## src/hdl/mpcr_regs.svh

```systemverilog
// Purpose: Offsets, field positions, reset values and timing counts.
// Assumes: Word-indexed register bus, 200 MHz core_clk.
// Notes: Definitions only.
`ifndef MPCR_REGS_SVH
`define MPCR_REGS_SVH
// Device word offsets (byte address is four times these).
`define MPCR_OFS_CTRL 11'h000
`define MPCR_OFS_STAT 11'h001
`define MPCR_OFS_ID_LO 11'h002
`define MPCR_OFS_ID_HI 11'h003
`define MPCR_OFS_ADV 11'h004
`define MPCR_OFS_LOW_LAST 11'h01F
`define MPCR_OFS_USX_FIRST 11'h400
`define MPCR_OFS_USX_LAST 11'h41F
`define MPCR_OFS_SLB 11'h461
// Control fields.
`define MPCR_CTRL_RST 15
`define MPCR_CTRL_LPBK 14
`define MPCR_CTRL_ANEN 12
`define MPCR_CTRL_ANRS 9
// Status fields.
`define MPCR_STAT_ANDONE 5
`define MPCR_STAT_ANABLE 3
`define MPCR_STAT_LINK 2
// Advertised-ability fields and reset value.
`define MPCR_ADV_FLT_HI 13
`define MPCR_ADV_FLT_LO 12
`define MPCR_ADV_PAUSE_HI 8
`define MPCR_ADV_PAUSE_LO 7
`define MPCR_ADV_DPLX 5
`define MPCR_ADV_MASK 16'h31A0
`define MPCR_ADV_RST 16'h0020
// Timing, printed time and derived cycle counts.
`define MPCR_CLK_NS 5
`define MPCR_SOFT_RST_NS 100
`define MPCR_SOFT_RST_CYC ((`MPCR_SOFT_RST_NS + `MPCR_CLK_NS - 1) / `MPCR_CLK_NS)
`define MPCR_CFG_NS 200
`define MPCR_CFG_CYC ((`MPCR_CFG_NS + `MPCR_CLK_NS - 1) / `MPCR_CLK_NS)
// Host user-side register offsets.
`define MPCR_H_ADDR 3'h0
`define MPCR_H_WDATA 3'h1
`define MPCR_H_MASK 3'h2
`define MPCR_H_GO 3'h3
`define MPCR_H_RESULT 3'h4
`define MPCR_H_STATUS 3'h5
`define MPCR_H_SPEED 3'h6
`endif

```

## src/hdl/mpcr_pkg.sv

```systemverilog
// Purpose: Types shared by both ends.
// Assumes: Nothing beyond the header.
// Notes: Encodings written out.
package mpcr_pkg;
  // Operating mode the core was built for.
  typedef enum logic [1:0] {
    MPCR_MODE_2G5 = 2'b00,
    MPCR_MODE_1G2G5 = 2'b01,
    MPCR_MODE_OTHER = 2'b10
  } mpcr_mode_e;
  // Transceiver rate select values.
  typedef enum logic [1:0] {
    MPCR_SPD_1G = 2'b00,
    MPCR_SPD_2G5 = 2'b01
  } mpcr_speed_e;
  // Host sequencer states.
  typedef enum logic [2:0] {
    MPCR_H_IDLE = 3'b000,
    MPCR_H_RD = 3'b001,
    MPCR_H_RWAIT = 3'b010,
    MPCR_H_WR = 3'b011,
    MPCR_H_SET = 3'b100,
    MPCR_H_CFG = 3'b101,
    MPCR_H_RST = 3'b110
  } mpcr_hst_e;
endpackage : mpcr_pkg

```

## src/hdl/mpcr_if.sv

```systemverilog
// Purpose: Joins the register host and the device.
// Assumes: One clock, word addresses.
// Notes: Read data return one cycle after the read.
`timescale 1ns/100ps
interface mpcr_if (
  input logic core_clk // Shared clock.
);
  logic [10:0] address; // Word index.
  logic read; // Read strobe.
  logic write; // Write strobe.
  logic [31:0] writedata; // Write data.
  logic [31:0] readdata; // Read data.
  logic readdatavalid; // Read data strobe.
  mpcr_pkg::mpcr_speed_e rate_select; // Transceiver rate select.
  logic phy_reset_req; // Reset request pulse.
  modport dev (input core_clk, address, read, write, writedata, rate_select, phy_reset_req,
    output readdata, readdatavalid);
  modport host (input core_clk, readdata, readdatavalid,
    output address, read, write, writedata, rate_select, phy_reset_req);
endinterface : mpcr_if

```

## src/hdl/mpcr_device.sv

```systemverilog
// Purpose: Configuration register bank of the multi-rate PHY.
// Assumes: PCS status inputs come from logic on core_clk.
// Notes: Word-indexed bus; 16-bit registers sit in the low bits.
//
// Functional notes
// - Decode low, extended and loopback address ranges.
// - Low registers act only in 2.5G modes.
// - Host uses read-modify-write, avoids reserved registers.
// - Control bit 15 runs self-clearing soft reset.
// - Soft reset keeps all register contents.
// - Control bit 14 enables serial loopback.
// - Control bit 12 enables 1G auto-negotiation.
// - Control bit 9 restarts negotiation, self-clears.
// - Status bit 5 shows negotiation complete.
// - Status bit 3 reads one, capable.
// - Status bit 2 shows link up.
// - Offsets two, three return identifier value.
// - Advert bits 13:12 hold remote fault.
// - Advert bits 8:7 hold pause capability.
// - Host keeps full duplex bit set.
// - Reconfig sets rate, PLL, transceiver settings.
// - Reconfig then requests physical layer reset.
// - Precision-time option supplies latency to MAC.
`timescale 1ns/100ps
`include "mpcr_regs.svh"
module mpcr_device #(
  parameter mpcr_pkg::mpcr_mode_e OP_MODE = mpcr_pkg::MPCR_MODE_1G2G5, // Build mode.
  parameter bit PTP_EN = 1'b0, // Precision-time option built in.
  parameter logic [31:0] PHY_ID = 32'h0000_0000, // Identifier word.
  parameter logic [15:0] PTP_LATENCY = 16'h0010 // Latency figure, arbitrary default.
) (
  mpcr_if.dev bus, // Register bus and reconfiguration link.
  input wire logic rst, // Synchronous reset.
  input wire logic an_done_in, // Negotiation complete from the PCS.
  input wire logic link_up_in, // Link state from the PCS.
  output logic serial_loopback, // Serial loopback enable.
  output logic an_enable, // Auto-negotiation enable toward the PCS.
  output logic an_restart, // Restart pulse toward the PCS.
  output logic pcs_reset, // Datapath reset, level.
  output mpcr_pkg::mpcr_speed_e rate_sel, // Rate applied to the datapath.
  output logic [15:0] adv_word, // Ability word offered to the partner.
  output logic [15:0] ptp_latency // Latency toward the MAC.
);
  import mpcr_pkg::*;

  // The low register set only has meaning in the two 2.5G builds.
  localparam bit LOW_ACTIVE = (OP_MODE == MPCR_MODE_2G5) || (OP_MODE == MPCR_MODE_1G2G5);

  // The precision-time option exists only for the 2.5G builds.
  if (PTP_EN && !LOW_ACTIVE) begin : g_bad_ptp
    $error("Precision-time option needs a 2.5G build mode.");
  end
  if (`MPCR_SOFT_RST_CYC < 1 || `MPCR_SOFT_RST_CYC > 255) begin : g_bad_cnt
    $error("Soft reset count does not fit its counter.");
  end

  logic loopback_q; // Loopback control bit.
  logic anen_q; // Auto-negotiation enable bit.
  logic restart_q; // Restart request bit, reads back until begun.
  logic srst_busy_q; // Soft reset in progress.
  logic [7:0] srst_cnt_q; // Soft reset cycles left.
  logic [1:0] flt_q; // Remote fault code.
  logic [1:0] pause_q; // Pause capability.
  logic dplx_q; // Full duplex flag.
  logic [31:0] rdata_d; // Read mux output.
  logic wr_low; // Write that lands in the active low set.
  logic wr_ctrl; // Write to the control register.
  logic wr_adv; // Write to the ability word.
  logic srst_start; // Start of a soft reset.
  logic [15:0] ctrl_rd; // Control register as read.
  logic [15:0] stat_rd; // Status register as read.
  logic [15:0] adv_rd; // Ability word as read.

  // Writes only reach the low set in an active build; elsewhere they vanish.
  assign wr_low = bus.write && LOW_ACTIVE && (bus.address <= `MPCR_OFS_LOW_LAST);
  assign wr_ctrl = wr_low && (bus.address == `MPCR_OFS_CTRL);
  assign wr_adv = wr_low && (bus.address == `MPCR_OFS_ADV);

  // A soft reset comes from the control bit or from the reset controller.
  assign srst_start = (wr_ctrl && bus.writedata[`MPCR_CTRL_RST]) || bus.phy_reset_req;

  // Control bits. They are untouched by a soft reset, only rst clears them.
  always_ff @(posedge bus.core_clk) begin
    if (rst) begin
      loopback_q <= 1'b0;
      anen_q <= 1'b0;
    end else if (wr_ctrl) begin
      loopback_q <= bus.writedata[`MPCR_CTRL_LPBK];
      anen_q <= bus.writedata[`MPCR_CTRL_ANEN];
    end
  end

  // Restart request: held for one cycle, then cleared once the pulse goes out.
  // A new write in that same cycle sets it again, so no request is lost.
  always_ff @(posedge bus.core_clk) begin
    if (rst) begin
      restart_q <= 1'b0;
    end else if (wr_ctrl && bus.writedata[`MPCR_CTRL_ANRS]) begin
      restart_q <= 1'b1;
    end else begin
      restart_q <= 1'b0;
    end
  end

  // Soft reset timer. A new start while running reloads the count,
  // which stretches the reset rather than dropping the request.
  always_ff @(posedge bus.core_clk) begin
    if (rst) begin
      srst_busy_q <= 1'b0;
      srst_cnt_q <= 8'h00;
    end else if (srst_start) begin
      srst_busy_q <= 1'b1;
      srst_cnt_q <= 8'(`MPCR_SOFT_RST_CYC);
    end else if (srst_busy_q) begin
      srst_cnt_q <= srst_cnt_q - 8'h01;
      if (srst_cnt_q == 8'h01) begin
        srst_busy_q <= 1'b0; // The bit clears itself here.
      end
    end
  end

  // Advertised abilities; reserved bits of the word are never stored.
  always_ff @(posedge bus.core_clk) begin
    if (rst) begin
      flt_q <= 2'b00;
      pause_q <= 2'b00;
      dplx_q <= 1'b1; // Full duplex comes up set.
    end else if (wr_adv) begin
      flt_q <= bus.writedata[`MPCR_ADV_FLT_HI:`MPCR_ADV_FLT_LO];
      pause_q <= bus.writedata[`MPCR_ADV_PAUSE_HI:`MPCR_ADV_PAUSE_LO];
      dplx_q <= bus.writedata[`MPCR_ADV_DPLX]; // The host is trusted to keep this at one.
    end
  end

  // Read views of the 16-bit registers; every other bit stays zero.
  always_comb begin
    ctrl_rd = 16'h0000;
    ctrl_rd[`MPCR_CTRL_RST] = srst_busy_q;
    ctrl_rd[`MPCR_CTRL_LPBK] = loopback_q;
    ctrl_rd[`MPCR_CTRL_ANEN] = anen_q;
    ctrl_rd[`MPCR_CTRL_ANRS] = restart_q;
    stat_rd = 16'h0000;
    stat_rd[`MPCR_STAT_ANDONE] = an_done_in;
    stat_rd[`MPCR_STAT_ANABLE] = 1'b1;
    stat_rd[`MPCR_STAT_LINK] = link_up_in;
    adv_rd = 16'h0000;
    adv_rd[`MPCR_ADV_FLT_HI:`MPCR_ADV_FLT_LO] = flt_q;
    adv_rd[`MPCR_ADV_PAUSE_HI:`MPCR_ADV_PAUSE_LO] = pause_q;
    adv_rd[`MPCR_ADV_DPLX] = dplx_q;
  end

  // Address decode for reads. The extended and loopback ranges are decoded
  // but their contents live in a datapath this bank does not hold, so they
  // read zero; so does any address outside all three ranges.
  always_comb begin
    rdata_d = 32'h0000_0000;
    if (LOW_ACTIVE && bus.address <= `MPCR_OFS_LOW_LAST) begin
      case (bus.address)
        `MPCR_OFS_CTRL: rdata_d = {16'h0000, ctrl_rd};
        `MPCR_OFS_STAT: rdata_d = {16'h0000, stat_rd};
        `MPCR_OFS_ID_LO: rdata_d = {16'h0000, PHY_ID[15:0]};
        `MPCR_OFS_ID_HI: rdata_d = {16'h0000, PHY_ID[31:16]};
        `MPCR_OFS_ADV: rdata_d = {16'h0000, adv_rd};
        default: rdata_d = 32'h0000_0000; // Undefined low registers.
      endcase
    end else if (bus.address >= `MPCR_OFS_USX_FIRST && bus.address <= `MPCR_OFS_USX_LAST) begin
      rdata_d = 32'h0000_0000; // Extended range.
    end else if (bus.address == `MPCR_OFS_SLB) begin
      rdata_d = 32'h0000_0000; // Serial loopback word.
    end
  end

  // Read answer: data and its strobe stand in the cycle after the read.
  always_ff @(posedge bus.core_clk) begin
    if (rst) begin
      bus.readdata <= 32'h0000_0000;
      bus.readdatavalid <= 1'b0;
    end else begin
      bus.readdatavalid <= bus.read;
      if (bus.read) begin
        bus.readdata <= rdata_d;
      end
    end
  end

  // Rate select is sampled once per cycle; it comes from logic on core_clk.
  always_ff @(posedge bus.core_clk) begin
    if (rst) begin
      rate_sel <= MPCR_SPD_1G;
    end else begin
      rate_sel <= bus.rate_select;
    end
  end

  // Datapath controls. The negotiation enable is only honoured at 1G; the restart pulse
  // is not gated by rate, so a stale enable left set at 2.5G can still send a restart there.
  always_ff @(posedge bus.core_clk) begin
    if (rst) begin
      serial_loopback <= 1'b0;
      an_enable <= 1'b0;
      an_restart <= 1'b0;
      pcs_reset <= 1'b0;
      adv_word <= `MPCR_ADV_RST;
    end else begin
      serial_loopback <= loopback_q && LOW_ACTIVE;
      an_enable <= anen_q && LOW_ACTIVE && (rate_sel == MPCR_SPD_1G);
      an_restart <= restart_q && anen_q && LOW_ACTIVE;
      pcs_reset <= srst_busy_q || srst_start; // Registers stay intact meanwhile.
      adv_word <= adv_rd;
    end
  end

  // Latency figure for the MAC; zero when the option is not built in.
  always_ff @(posedge bus.core_clk) begin
    if (rst) begin
      ptp_latency <= 16'h0000;
    end else begin
      ptp_latency <= (PTP_EN && LOW_ACTIVE) ? PTP_LATENCY : 16'h0000;
    end
  end

endmodule : mpcr_device

```

## src/flat_wrapper.sv

```systemverilog
// flat-port wrapper written by rule: the top's interface ports become plain ports
module mpcr_device_flat import mpcr_pkg::*;
#(
  parameter mpcr_pkg::mpcr_mode_e OP_MODE = mpcr_pkg::MPCR_MODE_1G2G5,               
  parameter bit PTP_EN = 1'b0,                                   
  parameter logic [31:0] PHY_ID = 32'h0000_0000,                    
  parameter logic [15:0] PTP_LATENCY = 16'h0010                                      
)
  (rst, an_done_in, link_up_in, serial_loopback, an_enable, an_restart, pcs_reset, rate_sel, adv_word, ptp_latency, core_clk, bus_address, bus_read, bus_write, bus_writedata, bus_rate_select, bus_phy_reset_req, bus_readdata, bus_readdatavalid);
  mpcr_if bus_i (.core_clk(core_clk));
  input wire logic rst;
  input wire logic an_done_in;
  input wire logic link_up_in;
  output logic serial_loopback;
  output logic an_enable;
  output logic an_restart;
  output logic pcs_reset;
  output mpcr_pkg::mpcr_speed_e rate_sel;
  output logic [15:0] adv_word;
  output logic [15:0] ptp_latency;
  input wire logic core_clk;
  input wire logic [$bits(bus_i.address)-1:0] bus_address;
  input wire logic [$bits(bus_i.read)-1:0] bus_read;
  input wire logic [$bits(bus_i.write)-1:0] bus_write;
  input wire logic [$bits(bus_i.writedata)-1:0] bus_writedata;
  input wire logic [$bits(bus_i.rate_select)-1:0] bus_rate_select;
  input wire logic [$bits(bus_i.phy_reset_req)-1:0] bus_phy_reset_req;
  output wire logic [$bits(bus_i.readdata)-1:0] bus_readdata;
  output wire logic [$bits(bus_i.readdatavalid)-1:0] bus_readdatavalid;
  assign bus_i.address = bus_address;
  assign bus_i.read = bus_read;
  assign bus_i.write = bus_write;
  assign bus_i.writedata = bus_writedata;
  assign bus_i.rate_select = bus_rate_select;
  assign bus_i.phy_reset_req = bus_phy_reset_req;
  assign bus_readdata = bus_i.readdata;
  assign bus_readdatavalid = bus_i.readdatavalid;
  mpcr_device #(.OP_MODE(OP_MODE), .PTP_EN(PTP_EN), .PHY_ID(PHY_ID), .PTP_LATENCY(PTP_LATENCY)) u_core (.bus(bus_i), .rst(rst), .an_done_in(an_done_in), .link_up_in(link_up_in), .serial_loopback(serial_loopback), .an_enable(an_enable), .an_restart(an_restart), .pcs_reset(pcs_reset), .rate_sel(rate_sel), .adv_word(adv_word), .ptp_latency(ptp_latency));
endmodule
```

## config.mk

```make
export PLATFORM = sky130hd
export DESIGN_NAME = mpcr_device_flat
export DESIGN_NICKNAME = d
export VERILOG_FILES = /design/src/hdl/mpcr_pkg.sv /design/src/hdl/mpcr_if.sv /design/src/hdl/mpcr_device.sv /design/src/flat_wrapper.sv
export VERILOG_INCLUDE_DIRS = /design/src /design/src/hdl
export SDC_FILE = /design/constraint.sdc
export NUM_CORES = 1
export LEC_CHECK = 0
export BUFFER_PORTS_ARGS = -buffer_cell sky130_fd_sc_hd__buf_4
export CORE_MARGIN = 5
export CORE_UTILIZATION = 30
export CTS_BUF_LIST = sky130_fd_sc_hd__clkbuf_4
export CTS_CLUSTER_DIAMETER = 40
export CTS_CLUSTER_SIZE = 20
export DETAILED_ROUTE_END_ITERATION = 8
export HOLD_SLACK_MARGIN = 0.15
export PLACE_DENSITY = 0.58
export SLEW_MARGIN = 20
export SYNTH_ARGS = -nofsm -noshare
export SYNTH_HDL_FRONTEND = slang
export SYNTH_SLANG_ARGS = --single-unit
export TNS_END_PERCENT = 1
```

## constraint.sdc

```tcl
create_clock -name core_clk -period 2 [get_ports core_clk]
set_input_delay 0 -clock core_clk [delete_from_list [all_inputs] [get_ports core_clk]]
set_output_delay 0 -clock core_clk [all_outputs]
set_load 0.02 [all_outputs]
```

==> summary.txt <==
Detailed routing
  – Routed len/inst: 11.9 um
  – Vias per Instance: 4.10
  – DR pass1 iterations: 4
  – Number of remaining DRC errors: 0
  – Detailed-route via count: 1456
  – Post-Route WL: 4.23 mm
  – Post-DRT Antenna Nets: 0
  – Violation count after the first detailed-route iteration: 55

GRT
  – Gr ovfl total: 0
  – All-Layer GR Usage: 10.7%
  – Vias in the first global route: 1448
  – First-pass GRT wire length: 6.53 mm
  – Largest net degree at the start of global routing: 34
  – Initial antenna violation count: 0

Clock tree
  – Clock transition at path regs: 120 ps
  – CTS Buf Count: 5
  – CTS Buffer Depth: 2
  – Post-CTS setup buffer count: 0
  – Clock Sinks: 39
  – Skew-Pair Late Insertion Delay: 330 ps
  – Root Buffer: clkbuf_4
  – CTS tree: built
  – CTS H-tree depth: 2

Pwr
  – P_leak: 1.15 nW
  – Clock power frac: 27.1%
  – Logic pwr share: 17.9%
  – VDD IR-drop max: 0.262 mV
  – Net Sw Power: 0.437 mW
  – Reg power frac: 55.0%
  – Sw Ratio: 29.8%
  – Pwr dens: 592 mW/mm2
  – Pint: 1.03 mW

Yosys
  – Cell variety after synth: 35
  – Mapped Avg Cell Area: 9.37 um2
  – Synth Instances: 198
  – Synth area leaders: dfxtp_1 42%, buf_4 21%, nor2_1 4.5%
  – Asr flop ratio synth: 0%
  – Syn Std Cell Area: 0.00185 mm2
  – Sequential area share after synthesis: 42.1%
  – #FFs+latches synth: 39
  – Top-area cell type share of the netlist area: 42.1%
  – Dominant cell type by area after synthesis: dfxtp_1
  – EDFF count, synth: 0
  – Yosys warns: 0
  – Primary FF master, synth: dfxtp_1

Timing
  – Setup TNS: 0 ps
  – Fin crit period: 1920 ps
  – Period utilization: 96.1%
  – Maximum clock frequency: 0.520 GHz
  – Final hold vios: 0
  – Final WS setup: 77.5 ps
  – Final setup violation count: 0
  – Max-slew violation count: 0
  – Max Clock Skew: 8.47 ps
  – RSZ-0062 raised after global routing: no

Floorplan
  – Starting Density: 31.1%
  – Placement row count: 28
  – Io pins: 123
  – Die area: 0.00785 mm2
  – Core ar.: 0.00596 mm2
  – Die height: 88.6 um
  – Chip width: 88.6 um

Finish
  – Most frequent cells in the layout: 49 x conb_1, 49 x buf_4, 39 x dfxtp_1
  – Post-Layout Cell Count: 355
  – Fin util: 41.6%
  – Net count, final: 333
  – Ant. Diodes: 0
  – Area Overhead vs Synth: 33.7%
  – Final Instance Area: 0.00248 mm2
  – Share of layout cells above drive strength 1: 24.3%

Setup path
  – Critical-path top delay cell: dlygate4sd3_1
  – Kind of critical path: input pin to register
  – Most used cell, CP: dlygate4sd3_1
  – Critical Path Start Type: input pin
  – R2R cell count: 4
  – Worst path required time: 2290 ps
  – Crit path capture type: register
  – WP data arrival: 2220 ps
  – Crit-path max FO: 5
  – CP cell instances: buf_4, dlygate4sd3_1, nor2b_2, dlygate4sd3_1, nand2_1, a21oi_1, dlygate4sd3_1
  – CP peak stage delay: 600 ps

Place
  – Gpl congestion: 0.700
  – Buffers added on ports: 49
  – DP Cell Count: 315
  – DP HPWL: 3.11 mm
  – Area post-placement: 0.00210 mm2
  – Dpl ws: 574 ps

Run
  – Max-cap violation count: 0

Hold path
  – WHS Path Cells: 4
  – HP Class: input pin to register

Run status
  – Outcome: complete, no violations
==> timing repair <==
item,in CTS,in global routing
endpoints found under the hold margin,39,0
gates resized for setup,0,1
hold buffers,32,0
endpoints found under the setup margin,0,1
==> layout make-up <==
class | instances | area (um2)
Fill cell | 614 | 3480
Multi-Input combinational cell | 147 | 840
Sequential cell | 39 | 781
Timing Repair Buffer | 81 | 688
Tap cell | 75 | 93.8
Clock buffer | 5 | 37.5
Clock inverter | 3 | 20.0
Inverter | 5 | 18.8
==> state kept, by name, summed over array words and instances, names as in the netlist <==
signal / cells
u_core.adv_word: 5
u_core.an_enable: 1
u_core.an_restart: 1
u_core.anen_q: 1
u_core.bus.readdata: 10
u_core.bus.readdatavalid: 1
u_core.dplx_q: 1
u_core.flt_q: 2
u_core.loopback_q: 1
u_core.pause_q: 2
u_core.pcs_reset: 1
u_core.rate_sel: 2
u_core.restart_q: 1
u_core.serial_loopback: 1
u_core.srst_busy_q: 1
u_core.srst_cnt_q: 8
==> synthesized netlist by cell type, drive strengths merged (2+ instances only) <==
| library cell | number |
|---|---|
| xnor2 | 6 |
| nor2 | 25 |
| and4 | 2 |
| inv | 5 |
| nor2b | 9 |
| ha | 2 |
| nand2 | 8 |
| a22oi | 2 |
| clkbuf | 4 |
| dfxtp | 39 |
| mux2i | 8 |
| nand4 | 2 |
| nand3 | 3 |
| nor3 | 3 |
| nor4b | 2 |
| nor4 | 3 |
| a21oi | 8 |
| buf | 51 |
| a32oi | 4 |
==> power groups by stage <==
stage / combinational, mW / clock [mW] / sequential, mW
after floorplan: 0.229 / 0 / 0.825
final: 0.263 / 0.398 / 0.807
after global routing: 0.285 / 0.453 / 0.810
after CTS: 0.262 / 0.418 / 0.807
after global placement: 0.225 / 0 / 0.824
after detailed placement: 0.226 / 0 / 0.824
==> worst paths after layout <==
kind | to | slack (ps) | start
min reg2reg | u_core.an_enable$_SDFF_PP0_ | 440 | u_core.rate_sel[1]$_SDFF_PP0_
max reg2reg | u_core.loopback_q$_SDFFE_PP0N_ | 300 | u_core.loopback_q$_SDFFE_PP0N_
max | u_core.bus.readdata[3]$_SDFFE_PP0P_ | 80 | bus_address[2]
min | u_core.bus.readdata[7]$_SDFFE_PP0P_ | 250 | bus_address[2]
==> through the flow <==
stage | total power, mW | hold slack, ps
floorplan | 1.05 | 71.6
global placement | 1.05 | 215
detailed placement | 1.05 | 220
CTS | 1.49 | 237
global route | 1.55 | 271
finish | 1.47 | 255
==> routing by layer <==
layer	global-route usage, %	wire length (um)	vias to the layer above
li1	-	-	721
met1	12.2	1690	678
met2	19.3	2200	51
met3	3.35	308	6
met4	2.47	34	0
met5	0	0	-
==> cells by family after synthesis <==
family                     Yosys count  share of synthesized area [%]
muxes                                8                           4.32
adders and majority gates            2                           1.35
xor gates and xnor gates             7                           3.31
DFF                                 39                           42.1
other                                1                          0.202
buffers and inverters               60                           22.5
and+or+nand+nor                     62                           19.0
AOI/OAI and AO/OA                   19                           7.22
==> worst max-delay path, delay by kind of cell <==
kind                   cells  cell delay (ps)
AOI/OAI and AO/OA          1              130
buffers and inverters      4             1850
and+or+nand+nor            2              240
Power figures use the tool's default switching activity.
